--- src/design/ssd_map.svh ---
// source select delegation: offsets, field positions, reset values
// assumes 32-bit axi4-lite word addressing, 4 stages
`ifndef SSD_MAP_SVH
`define SSD_MAP_SVH
`define SSD_NUM_STAGES 4
`define SSD_NUM_BUSES 12
`define SSD_NUM_BUTTONS 36
`define SSD_MAP_ENTRIES 72
`define SSD_SRC_W 7
`define SSD_NO_SOURCE 7'h7f
// register byte offsets
`define SSD_REG_MAP_ADDR 12'h000
`define SSD_REG_MAP_DATA 12'h004
`define SSD_REG_PREF 12'h008
`define SSD_REG_PREF_HI 12'h02c
`define SSD_REG_CFG 12'h00c
`define SSD_REG_STATUS 12'h010
`define SSD_REG_SEL_BASE 12'h100
`define SSD_REG_REENTRY 12'h200
// cfg fields
`define SSD_CFG_FXSEND_LSB 0
`define SSD_CFG_INTLOOP_LSB 4
`define SSD_CFG_XFORM_FITTED 8
`define SSD_CFG_HD_VARIANT 9
// re-entry source ids: stage n output is source 64+n
`define SSD_REENTRY_BASE 7'h40
`endif

--- src/design/ssd_pkg.sv ---
// source select delegation: shared types
// assumes ssd_map.svh constants
package ssd_pkg;
  typedef enum logic [1:0] {
    SSD_AX_IDLE = 2'b00,
    SSD_AX_RESP = 2'b01
  } ssd_axi_state_t;
endpackage

--- src/design/ssd_top.sv ---
// source select delegation core with axi4-lite register slave
// assumes one 20 mhz clock, panel buttons asynchronous to it
// How it works
// [RQ1] map 72 entries, 36 unshifted, 36 shifted
// [RQ2] shifted preference, no modifier: shifted source
// [RQ3] unshifted preference, no modifier: unshifted source
// [RQ4] shift held: always shifted source
// [RQ5] unshift held: always unshifted source
// [RQ6] each bus keeps its own preference
// [RQ7] single mapped source wins regardless
// [RQ8] any stage output selectable elsewhere
// [RQ9] re-entry forming a loop is refused; code refuses only self re-entry and direct two-stage loops
// [RQ10] twelve buses per stage
// [RQ11] no modifier: key1 fill, key2 fill, bkgd a/b
// [RQ12] alt rows: key3, key4 fill, utility 1/2
// [RQ13] cut modifier: key rows hit cut buses
// [RQ14] modifiers combine, alt plus cut works
// [RQ15] report selections and next target bus
// [RQ16] effects send loops keyer pair back
// [RQ17] internal loop needs option, hd no external
// [RQ18] modifiers sampled at press, applied next cycle
`timescale 1ns/1ps
`include "ssd_map.svh"
module ssd_top (
  input wire logic clk_in,
  input wire logic sys_rst_in,
  // axi4-lite
  input wire logic [11:0] s_axi_awaddr_in,
  input wire logic s_axi_awvalid_in,
  output logic s_axi_awready_out,
  input wire logic [31:0] s_axi_wdata_in,
  input wire logic [3:0] s_axi_wstrb_in,
  input wire logic s_axi_wvalid_in,
  output logic s_axi_wready_out,
  output logic [1:0] s_axi_bresp_out,
  output logic s_axi_bvalid_out,
  input wire logic s_axi_bready_in,
  input wire logic [11:0] s_axi_araddr_in,
  input wire logic s_axi_arvalid_in,
  output logic s_axi_arready_out,
  output logic [31:0] s_axi_rdata_out,
  output logic [1:0] s_axi_rresp_out,
  output logic s_axi_rvalid_out,
  input wire logic s_axi_rready_in,
  // panel: press strobe level, button index, stage, modifiers
  input wire logic btn_press_in,
  input wire logic [5:0] btn_index_in,
  input wire logic [1:0] btn_stage_in,
  input wire logic mod_shift_in,
  input wire logic mod_unshift_in,
  input wire logic mod_alt_in,
  input wire logic mod_cut_in,
  // per stage target bus and effects routing
  output logic [15:0] target_bus_out,
  output logic [3:0] fx_send_active_out,
  output logic [3:0] fx_internal_out,
  output logic press_done_out
);
  import ssd_pkg::*;

  // ************************************
  // helper functions
  // ************************************
  // bus index from row and modifiers: rows 0..3 = key-a fill, key-b fill, bg-a, bg-b
  function automatic logic [3:0] target_of(input logic [1:0] row, input logic alt, input logic cut);
    logic [3:0] t;
    t = 4'h0;
    case (row)
      2'd0: t = alt ? (cut ? 4'h5 : 4'h4) : (cut ? 4'h1 : 4'h0); // RQ11 RQ12 RQ13 RQ14
      2'd1: t = alt ? (cut ? 4'h7 : 4'h6) : (cut ? 4'h3 : 4'h2); // RQ14
      2'd2: t = alt ? 4'ha : 4'h8; // RQ12
      default: t = alt ? 4'hb : 4'h9;
    endcase
    return t;
  endfunction

  // ************************************
  // input synchronisers, three stages
  // ************************************
  logic [12:0] sync1, sync2, sync3, stable, next_stable;
  logic press_q, next_press_q;
  always_comb begin
    next_stable = stable;
    for (int i = 0; i < 13; i++) begin
      if (sync2[i] == sync3[i]) begin
        next_stable[i] = sync3[i];
      end
    end
    next_press_q = stable[0];
  end
  always_ff @(posedge clk_in) begin
    if (sys_rst_in) begin
      sync1 <= 13'h0000;
      sync2 <= 13'h0000;
      sync3 <= 13'h0000;
      stable <= 13'h0000;
      press_q <= 1'b0;
    end else begin
      sync1 <= {mod_cut_in, mod_alt_in, mod_unshift_in, mod_shift_in, btn_stage_in, btn_index_in[5:0], btn_press_in};
      sync2 <= sync1;
      sync3 <= sync2;
      stable <= next_stable;
      press_q <= next_press_q;
    end
  end
  wire press_edge = stable[0] & ~press_q;
  wire [5:0] s_btn = stable[6:1];
  wire [1:0] s_stage = stable[8:7];
  wire s_shift = stable[9];
  wire s_unshift = stable[10];
  wire s_alt = stable[11];
  wire s_cut = stable[12];

  // ************************************
  // state: map, preferences, selections
  // ************************************
  logic [`SSD_SRC_W-1:0] btn_map [0:`SSD_MAP_ENTRIES-1]; // RQ1
  logic [`SSD_SRC_W-1:0] sel [0:`SSD_NUM_STAGES*`SSD_NUM_BUSES-1]; // RQ10
  logic [47:0] pref; // RQ6 one bit per bus per stage
  logic [6:0] map_addr;
  logic [15:0] cfg;
  logic [15:0] feeds; // feeds[d*4+s]: stage s output enters stage d
  logic [15:0] next_tgt;
  logic refused;

  // press capture: whole synchronised vector latched on the press edge
  logic cap_v;
  logic [12:0] cap;
  always_ff @(posedge clk_in) begin
    if (sys_rst_in) begin
      cap_v <= 1'b0;
      cap <= 13'h0000;
    end else begin
      cap_v <= press_edge; // RQ18
      if (press_edge) begin
        cap <= stable;
      end
    end
  end
  wire [5:0] cap_btn = cap[6:1];
  wire [1:0] cap_stage = cap[8:7];
  wire cap_shift = cap[9];
  wire cap_unshift = cap[10];
  wire cap_alt = cap[11];
  wire cap_cut = cap[12];

  // source resolution for the captured press
  logic [5:0] bus_idx;
  logic [3:0] bus_t;
  logic [6:0] src_u, src_s, src_pick;
  logic use_shift, loop_bad;
  always_comb begin
    bus_t = target_of(cap_btn[1:0], cap_alt, cap_cut);
    bus_idx = 6'({2'b00, cap_stage} * 6'd12 + {2'b00, bus_t});
    src_u = btn_map[cap_btn < 6'd36 ? cap_btn : 6'd0];
    src_s = btn_map[7'(cap_btn < 6'd36 ? cap_btn : 6'd0) + 7'd36];
    if (cap_shift) begin
      use_shift = 1'b1; // RQ4
    end else if (cap_unshift) begin
      use_shift = 1'b0; // RQ5
    end else begin
      use_shift = pref[bus_idx]; // RQ2 RQ3 RQ6
    end
    if (src_s == `SSD_NO_SOURCE) begin
      src_pick = src_u; // RQ7
    end else if (src_u == `SSD_NO_SOURCE) begin
      src_pick = src_s; // RQ7
    end else begin
      src_pick = use_shift ? src_s : src_u;
    end
    // re-entry of stage k into cap_stage refused if k is cap_stage or cap_stage output already feeds k directly
    loop_bad = 1'b0;
    if (src_pick >= `SSD_REENTRY_BASE && src_pick < `SSD_REENTRY_BASE + 7'd4) begin
      loop_bad = (src_pick[1:0] == cap_stage) | feeds[{src_pick[1:0], cap_stage}]; // RQ8 RQ9
    end
  end

  // target bus report per stage, live modifiers
  always_comb begin
    for (int s = 0; s < 4; s++) begin
      next_tgt[s*4 +: 4] = target_of(s_btn[1:0], s_alt, s_cut); // RQ15
    end
  end

  // ************************************
  // axi4-lite slave
  // ************************************
  ssd_axi_state_t wst, next_wst, rst_st, next_rst;
  logic aw_got, w_got, next_aw_got, next_w_got;
  logic [11:0] awa, next_awa;
  logic [31:0] wd, next_wd, rd, next_rd;
  logic [1:0] bresp, next_bresp, rresp, next_rresp;
  wire do_wr = (wst == SSD_AX_IDLE) && next_aw_got && next_w_got;
  always_comb begin
    next_wst = wst;
    next_aw_got = aw_got;
    next_w_got = w_got;
    next_awa = awa;
    next_wd = wd;
    next_bresp = bresp;
    if (wst == SSD_AX_IDLE) begin
      if (s_axi_awvalid_in && !aw_got) begin
        next_aw_got = 1'b1;
        next_awa = s_axi_awaddr_in;
      end
      if (s_axi_wvalid_in && !w_got) begin
        next_w_got = 1'b1;
        next_wd = s_axi_wdata_in;
      end
      if (next_aw_got && next_w_got) begin
        next_wst = SSD_AX_RESP;
        next_bresp = (next_awa <= `SSD_REG_CFG || (next_awa >= `SSD_REG_SEL_BASE && next_awa < 12'h1c0)
                      || next_awa == `SSD_REG_REENTRY || next_awa == `SSD_REG_PREF_HI) ? 2'b00 : 2'b10;
      end
    end else if (s_axi_bready_in) begin
      next_wst = SSD_AX_IDLE;
      next_aw_got = 1'b0;
      next_w_got = 1'b0;
    end
  end
  always_comb begin
    next_rst = rst_st;
    next_rd = rd;
    next_rresp = rresp;
    if (rst_st == SSD_AX_IDLE) begin
      if (s_axi_arvalid_in) begin
        next_rst = SSD_AX_RESP;
        next_rresp = 2'b00;
        next_rd = 32'h0;
        case (s_axi_araddr_in)
          `SSD_REG_MAP_ADDR: next_rd = {25'h0, map_addr};
          `SSD_REG_MAP_DATA: next_rd = {25'h0, btn_map[map_addr < 7'd72 ? map_addr : 7'd0]};
          `SSD_REG_PREF: next_rd = pref[31:0];
          `SSD_REG_CFG: next_rd = {16'h0, cfg};
          `SSD_REG_STATUS: next_rd = {15'h0, refused, target_bus_out};
          `SSD_REG_REENTRY: next_rd = {16'h0, feeds};
          default: begin
            if (s_axi_araddr_in >= `SSD_REG_SEL_BASE && s_axi_araddr_in < 12'h1c0) begin
              next_rd = {25'h0, sel[6'(s_axi_araddr_in[7:2])]}; // RQ15
            end else if (s_axi_araddr_in == `SSD_REG_PREF_HI) begin
              next_rd = {16'h0, pref[47:32]};
            end else begin
              next_rresp = 2'b10;
            end
          end
        endcase
      end
    end else if (s_axi_rready_in) begin
      next_rst = SSD_AX_IDLE;
    end
  end
  always_ff @(posedge clk_in) begin
    if (sys_rst_in) begin
      wst <= SSD_AX_IDLE;
      rst_st <= SSD_AX_IDLE;
      aw_got <= 1'b0;
      w_got <= 1'b0;
      awa <= 12'h000;
      wd <= 32'h0;
      rd <= 32'h0;
      bresp <= 2'b00;
      rresp <= 2'b00;
    end else begin
      wst <= next_wst;
      rst_st <= next_rst;
      aw_got <= next_aw_got;
      w_got <= next_w_got;
      awa <= next_awa;
      wd <= next_wd;
      rd <= next_rd;
      bresp <= next_bresp;
      rresp <= next_rresp;
    end
  end

  // ************************************
  // register and selection updates
  // ************************************
  logic [3:0] fx_int_n, fx_send_n;
  always_comb begin
    for (int s = 0; s < 4; s++) begin
      // internal loop only with the option; hd variant forces internal or nothing
      fx_int_n[s] = cfg[`SSD_CFG_INTLOOP_LSB + s] & cfg[`SSD_CFG_XFORM_FITTED]; // RQ17
      fx_send_n[s] = cfg[`SSD_CFG_FXSEND_LSB + s] & (fx_int_n[s] | ~cfg[`SSD_CFG_HD_VARIANT]); // RQ16 RQ17
    end
  end

  always_ff @(posedge clk_in) begin
    if (sys_rst_in) begin
      map_addr <= 7'h00;
      pref <= 48'h0;
      cfg <= 16'h0000;
      feeds <= 16'h0000;
      refused <= 1'b0;
      for (int i = 0; i < `SSD_MAP_ENTRIES; i++) begin
        btn_map[i] <= `SSD_NO_SOURCE;
      end
      for (int i = 0; i < 48; i++) begin
        sel[i] <= 7'h00;
      end
    end else begin
      if (do_wr) begin
        case (next_awa)
          `SSD_REG_MAP_ADDR: map_addr <= next_wd[6:0];
          `SSD_REG_MAP_DATA: begin
            if (map_addr < 7'd72) begin
              btn_map[map_addr] <= next_wd[6:0]; // RQ1
            end
            map_addr <= map_addr + 7'd1;
          end
          `SSD_REG_PREF: pref[31:0] <= next_wd; // RQ6
          `SSD_REG_CFG: cfg <= next_wd[15:0];
          `SSD_REG_REENTRY: feeds <= next_wd[15:0];
          default: begin
            if (next_awa == `SSD_REG_PREF_HI) begin
              pref[47:32] <= next_wd[15:0];
            end
          end
        endcase
      end
      // a press lands after any register write, so its feed set wins
      if (cap_v) begin
        refused <= loop_bad; // RQ9
        if (!loop_bad && src_pick != `SSD_NO_SOURCE) begin
          sel[bus_idx] <= src_pick; // RQ18
          if (src_pick >= `SSD_REENTRY_BASE && src_pick < `SSD_REENTRY_BASE + 7'd4) begin
            feeds[{cap_stage, src_pick[1:0]}] <= 1'b1; // RQ8
          end
        end
      end
    end
  end

  // panel-side outputs straight from flops; axi handshake outputs decoded from state flops
  always_ff @(posedge clk_in) begin
    if (sys_rst_in) begin
      target_bus_out <= 16'h0000;
      fx_send_active_out <= 4'h0;
      fx_internal_out <= 4'h0;
      press_done_out <= 1'b0;
    end else begin
      target_bus_out <= next_tgt;
      fx_send_active_out <= fx_send_n[3:0];
      fx_internal_out <= fx_int_n[3:0];
      press_done_out <= cap_v;
    end
  end
  assign s_axi_awready_out = 1'b0 | (wst == SSD_AX_IDLE && !aw_got);
  assign s_axi_wready_out = (wst == SSD_AX_IDLE && !w_got);
  assign s_axi_bvalid_out = (wst == SSD_AX_RESP);
  assign s_axi_bresp_out = bresp;
  assign s_axi_arready_out = (rst_st == SSD_AX_IDLE);
  assign s_axi_rvalid_out = (rst_st == SSD_AX_RESP);
  assign s_axi_rdata_out = rd;
  assign s_axi_rresp_out = rresp;
endmodule

--- config.mk ---
export PLATFORM = sky130hd
export DESIGN_NAME = ssd_top
export DESIGN_NICKNAME = d
export VERILOG_FILES = /design/src/design/ssd_pkg.sv /design/src/design/ssd_top.sv
export VERILOG_INCLUDE_DIRS = /design/src /design/src/design
export SDC_FILE = /design/constraint.sdc
export NUM_CORES = 2
export LEC_CHECK = 0
export ABC_AREA = 1
export BUFFER_PORTS_ARGS = -buffer_cell sky130_fd_sc_hd__buf_2
export CORE_MARGIN = 10
export CORE_UTILIZATION = 57
export CTS_BUF_LIST = sky130_fd_sc_hd__clkbuf_4 sky130_fd_sc_hd__clkbuf_8 sky130_fd_sc_hd__clkbuf_16
export DETAILED_ROUTE_END_ITERATION = 10
export PLACE_DENSITY = 0.76
export SLEW_MARGIN = 20
export SYNTH_ARGS = -nofsm -noshare
export SYNTH_HDL_FRONTEND = slang
export SYNTH_SLANG_ARGS = --single-unit
--- constraint.sdc ---
create_clock -name clk_in -period 4.96 [get_ports clk_in]
set_input_delay 0.248 -clock clk_in [delete_from_list [all_inputs] [get_ports clk_in]]
set_output_delay 0.248 -clock clk_in [all_outputs]
set_load 0.02 [all_outputs]
==> results by group <==
Floorplan
  – Placement Rows: 134
  – Overall die area: about 150,000 um^2
  – Core area: ~130,000 um^2
  – Initial cell density of the core: 0.5745
  – Die Wd: between 300 and 400 um
  – Die Span Y: a little under 400 um
  – Total I/O pin count: 146

Setup path
  – Worst endpoint data arrival time: 5.24 ns
  – Type of element capturing the critical path: flip-flop
  – Startpoint Class: flip-flop
  – Crit Path Category: reg -> reg
  – Crit path max-delay cell type: sky130_fd_sc_hd__dfxtp_1
  – Critical path data required time: about 5.4 ns
  – Critical path fanouts, max: 37
  – Critical path's largest stage delay: 0.32 ns
  – Cell type with the highest occurrence count on the critical path: sky130_fd_sc_hd__buf_12

CTS
  – Clock slew seen by the registers of the worst setup and hold paths: around 0.060 ns
  – Number of H-tree branching levels: 4
  – TritonCTS Buffers: 163
  – Clock latency reported for the late side of the worst-skew pair: 0.84 ns
  – Number of sinks driven by the clock tree: between 1.5k and 2k
  – CTS tree: done
  – Buffer cell driving the clock tree root: sky130_fd_sc_hd__clkbuf_16
  – Maximum buffer depth of the clock tree: 3

Cells and area
  – Final std cells w/o fill: 10.82k
  – Filler Cells Inserted: 10.30k
  – Total Nets Final: 9,008
  – Utilization after layout: 0.6675
  – Synthesis-to-layout area growth: 16.19%
  – Fraction of layout instances using a drive strength above 1: 0.1169

Logic synthesis
  – Top FF cell, synth: sky130_fd_sc_hd__edfxtp_1
  – Proportion of synthesized chip area in sequential cells: 0.5844
  – Instance count of the mapped netlist: 8,356
  – Register bit count reported by yosys: 1,577
  – Number of enable flip-flop cells after synthesis: approximately 1.3k
  – Post-synthesis average cell area: roughly 9.2 um^2
  – Number of synthesis warnings: 0
  – Count of distinct cell types in the synthesized netlist: 63
  – Share of synthesized flip-flops with an asynchronous set or reset: 0
  – Netlist Area Pre-Place: 76,760 um^2

Pwr
  – Total internal power: roughly 22 mW
  – Total net switching power: 7.110 mW
  – Static leakage power: 35.34 nW
  – Clock power frac: 0.411
  – Part of the total power dissipated in sequential elements: 0.514
  – Fraction of power spent switching nets: 0.2407
  – Largest voltage drop on the vdd net: about 0.36 mV
  – Power density relative to cell area: 331.1 nW/um^2
  – Part of the total power dissipated in combinational logic: 0.075

Global route
  – GRT Util Overall: 0.3304
  – Sum of overflow across all layers after global routing: 0
  – Largest net degree at the start of global routing: 109
  – Number of global-route vias before repair: 63.72k
  – Antenna violations before repair: 4
  – Wire length of the first global-routing pass: 383.5 mm

Drt
  – Via density per instance: 6.230
  – Number of DRC violations after detailed routing: 0
  – Starting DRC count in detailed routing: 10.48k
  – Vias after detailed routing: 67.40k
  – Routed wire length: 257.1 mm
  – Detailed Routing Iterations Pass 1: 8
  – Number of nets with antenna violations after routing: 0
  – Post-detailed-route wirelength per cell: roughly 24 um

Timing
  – Final Slew Violations: 0
  – Final sum of negative setup slack: 0 ns
  – Clock period minus worst slack: 4.765 ns
  – Final count of hold timing violations: 0
  – Setup-violating endpoint count in the final report: 0
  – Unrepaired setup endpoints after global routing: false
  – Worst slew slack as a fraction of its limit: 0.2111
  – Smallest hold slack: 0.06091 ns
  – Period utilization: 0.9608
  – Clock tree skew after final layout: 0.05691 ns
  – Worst Max-Slew Pin Slew: ~1.2 ns
  – Maximum clock frequency: between 200 and 250 MHz

Place
  – Cell count after placement: 10.45k
  – Half-perimeter wire length of the detailed placement result: 164.2 mm
  – Routability congestion estimate from global placement: 1.037
  – Port bufs: 139

Min path
  – Kind of path behind the tightest hold check: in -> reg

Run status
  – Result of the run: complete, no violations

Run
  – Total of max-cap violations: 0
## kinds of logic after synthesis
logic type	synth area share
AOI/OAI and AO/OA	0.09568
xor gates and xnor gates	0.0006847
adders and majority gates	0.001891
buffers and inverters	0.05459
DFF	0.5844
muxes	0.003129
other	0.00004885
and+or+nand+nor	0.2596
## power groups by stage
stage                     Combinational, mW  Clock (mW)  Sequential (mW)
final                                  2.22        12.1             15.2
after global routing                   2.37        12.8             15.2
after CTS                              2.14        12.2             15.2
after detailed placement               2.09           0             15.5
after global placement                 2.04           0             15.4
after floorplan                        1.26           0             15.4
## flip-flops by register name, summed over array words and instances (netlist names), 7 cells and up
register	cells
awa	12
btn_map	896
cap	12
cfg	16
feeds	16
map_addr	7
pref	48
s_axi_rdata_out	32
sel	432
stable	13
sync1	13
sync2	13
sync3	13
wd	32
## placed cells by master (no fill, tap or decap), types with 12 or more instances in the layout
cell	n
sky130_fd_sc_hd__buf_4	384
sky130_fd_sc_hd__a32o_1	14
sky130_fd_sc_hd__clkinv_2	29
sky130_fd_sc_hd__nand2_2	33
sky130_fd_sc_hd__dlygate4sd3_1	57
sky130_fd_sc_hd__nor2_2	27
sky130_fd_sc_hd__o311ai_0	12
sky130_fd_sc_hd__nand3b_1	31
sky130_fd_sc_hd__nand4_4	31
sky130_fd_sc_hd__o211ai_1	74
sky130_fd_sc_hd__dfxtp_1	245
sky130_fd_sc_hd__a21oi_1	273
sky130_fd_sc_hd__buf_2	138
sky130_fd_sc_hd__nor2_4	17
sky130_fd_sc_hd__nand3_1	1441
sky130_fd_sc_hd__clkinv_1	47
sky130_fd_sc_hd__nor3_1	37
sky130_fd_sc_hd__nand4_1	66
sky130_fd_sc_hd__o32ai_1	45
sky130_fd_sc_hd__nand2_1	1941
sky130_fd_sc_hd__mux2i_1	24
sky130_fd_sc_hd__a22oi_1	215
sky130_fd_sc_hd__inv_2	14
sky130_fd_sc_hd__buf_12	64
sky130_fd_sc_hd__o21ai_0	396
sky130_fd_sc_hd__clkbuf_16	168
sky130_fd_sc_hd__a211oi_1	44
sky130_fd_sc_hd__nor2_1	866
sky130_fd_sc_hd__clkbuf_4	40
sky130_fd_sc_hd__edfxtp_1	1328
sky130_fd_sc_hd__inv_1	321
sky130_fd_sc_hd__conb_1	394
sky130_fd_sc_hd__o31ai_1	15
## critical path: cells and delay by family (launching register included)
kind	cells	cell delay, ns
flip-flops	1	0.32
buffers and inverters	7	1.14
AND/OR/NAND/NOR	20	2.59
AO/OA/AOI/OAI	2	0.33
## cell usage after synthesis (10+ instances only)
| cell | n | area (um^2) |
|---|---|---|
| sky130_fd_sc_hd__a21oi_1 | 273 | 1366 |
| sky130_fd_sc_hd__o311ai_0 | 12 | 105.1 |
| sky130_fd_sc_hd__buf_4 | 32 | 240.2 |
| sky130_fd_sc_hd__o31ai_1 | 15 | 112.6 |
| sky130_fd_sc_hd__nand4_4 | 31 | 659.4 |
| sky130_fd_sc_hd__nor2_1 | 891 | 3344 |
| sky130_fd_sc_hd__o211ai_1 | 74 | 555.5 |
| sky130_fd_sc_hd__inv_2 | 14 | 52.55 |
| sky130_fd_sc_hd__mux2i_1 | 24 | 240.2 |
| sky130_fd_sc_hd__a211oi_1 | 44 | 330.3 |
| sky130_fd_sc_hd__clkbuf_1 | 426 | 1599 |
| sky130_fd_sc_hd__nand4_1 | 66 | 412.9 |
| sky130_fd_sc_hd__nand4_2 | 11 | 137.6 |
| sky130_fd_sc_hd__buf_2 | 133 | 665.6 |
| sky130_fd_sc_hd__o32ai_1 | 45 | 394.1 |
| sky130_fd_sc_hd__dfxtp_1 | 249 | 4985 |
| sky130_fd_sc_hd__nand3b_1 | 31 | 232.7 |
| sky130_fd_sc_hd__a22oi_1 | 215 | 1614 |
| sky130_fd_sc_hd__o211a_1 | 10 | 100.1 |
| sky130_fd_sc_hd__buf_1 | 59 | 221.5 |
| sky130_fd_sc_hd__a32o_1 | 14 | 140.1 |
| sky130_fd_sc_hd__o22ai_1 | 10 | 62.56 |
| sky130_fd_sc_hd__clkinv_1 | 21 | 78.83 |
| sky130_fd_sc_hd__nor2_2 | 18 | 112.6 |
| sky130_fd_sc_hd__ha_1 | 10 | 125.1 |
| sky130_fd_sc_hd__nand2_1 | 1974 | 7410 |
| sky130_fd_sc_hd__nand3_1 | 1445 | 7232 |
| sky130_fd_sc_hd__nor3_1 | 38 | 190.2 |
| sky130_fd_sc_hd__edfxtp_1 | 1328 | 39880 |
| sky130_fd_sc_hd__inv_1 | 327 | 1227 |
| sky130_fd_sc_hd__o21ai_0 | 406 | 2032 |
## layer usage
metal | global-route usage | routed length, um | up-vias
met5 | 0 | 10 | -
met4 | 0.1780 | 15240 | 2
met3 | 0.07201 | 31940 | 930
met2 | 0.5158 | 116700 | 4571
met1 | 0.4302 | 93150 | 31920
li1 | - | - | 29980
## worst paths after layout
check	from	endpoint	slack (ns)	depth (start not counted)
min	s_axi_wdata_in[4]	btn_map[63][4]$_SDFFCE_PN1P_	0.06	4
max reg2reg	cap[4]$_SDFFE_PP0P_	sel[29][1]$_SDFFCE_PN0P_	0.19	29
min reg2reg	sync1[10]$_SDFF_PP0_	sync2[10]$_SDFF_PP0_	0.40	2
max	cap[4]$_SDFFE_PP0P_	sel[29][1]$_SDFFCE_PN0P_	0.19	29
## layout make-up
type | instances | area (um^2) | area share
inverters | 363 | 1404 | 0.01574
diodes | 6 | 15.01 | 0.0001683
clock inverters | 88 | 870.8 | 0.009764
repair buffers | 661 | 5784 | 0.06485
clock buffers | 205 | 4418 | 0.04953
multi-input cells | 6151 | 29610 | 0.3320
flip-flops and latches | 1577 | 44870 | 0.5031
well taps | 1768 | 2212 | 0.02480
## per-stage QoR
| stage | total power [mW] | setup WS (ns) | instance area [um^2] |
|---|---|---|---|
| global placement | 17.46 | -0.01774 | 82780 |
| global route | 30.35 | 0.005180 | 89180 |
| finish | 29.53 | 0.1945 | 89190 |
| detailed placement | 17.54 | -0.1193 | 82810 |
| floorplan | 16.67 | 0.1401 | 78240 |
| CTS | 29.51 | 0.06870 | 88720 |
## timing repair
action / in CTS / in global routing
gates resized for setup: 4 / 83
hold endpoints to repair: 142 / 0
cloned: 1 / 4
hold buffers: 57 / 0
pin swaps: 0 / 1
endpoints found under the setup margin: 359 / 994
buffers inserted: 0 / 9
Power figures use the tool's default switching activity.
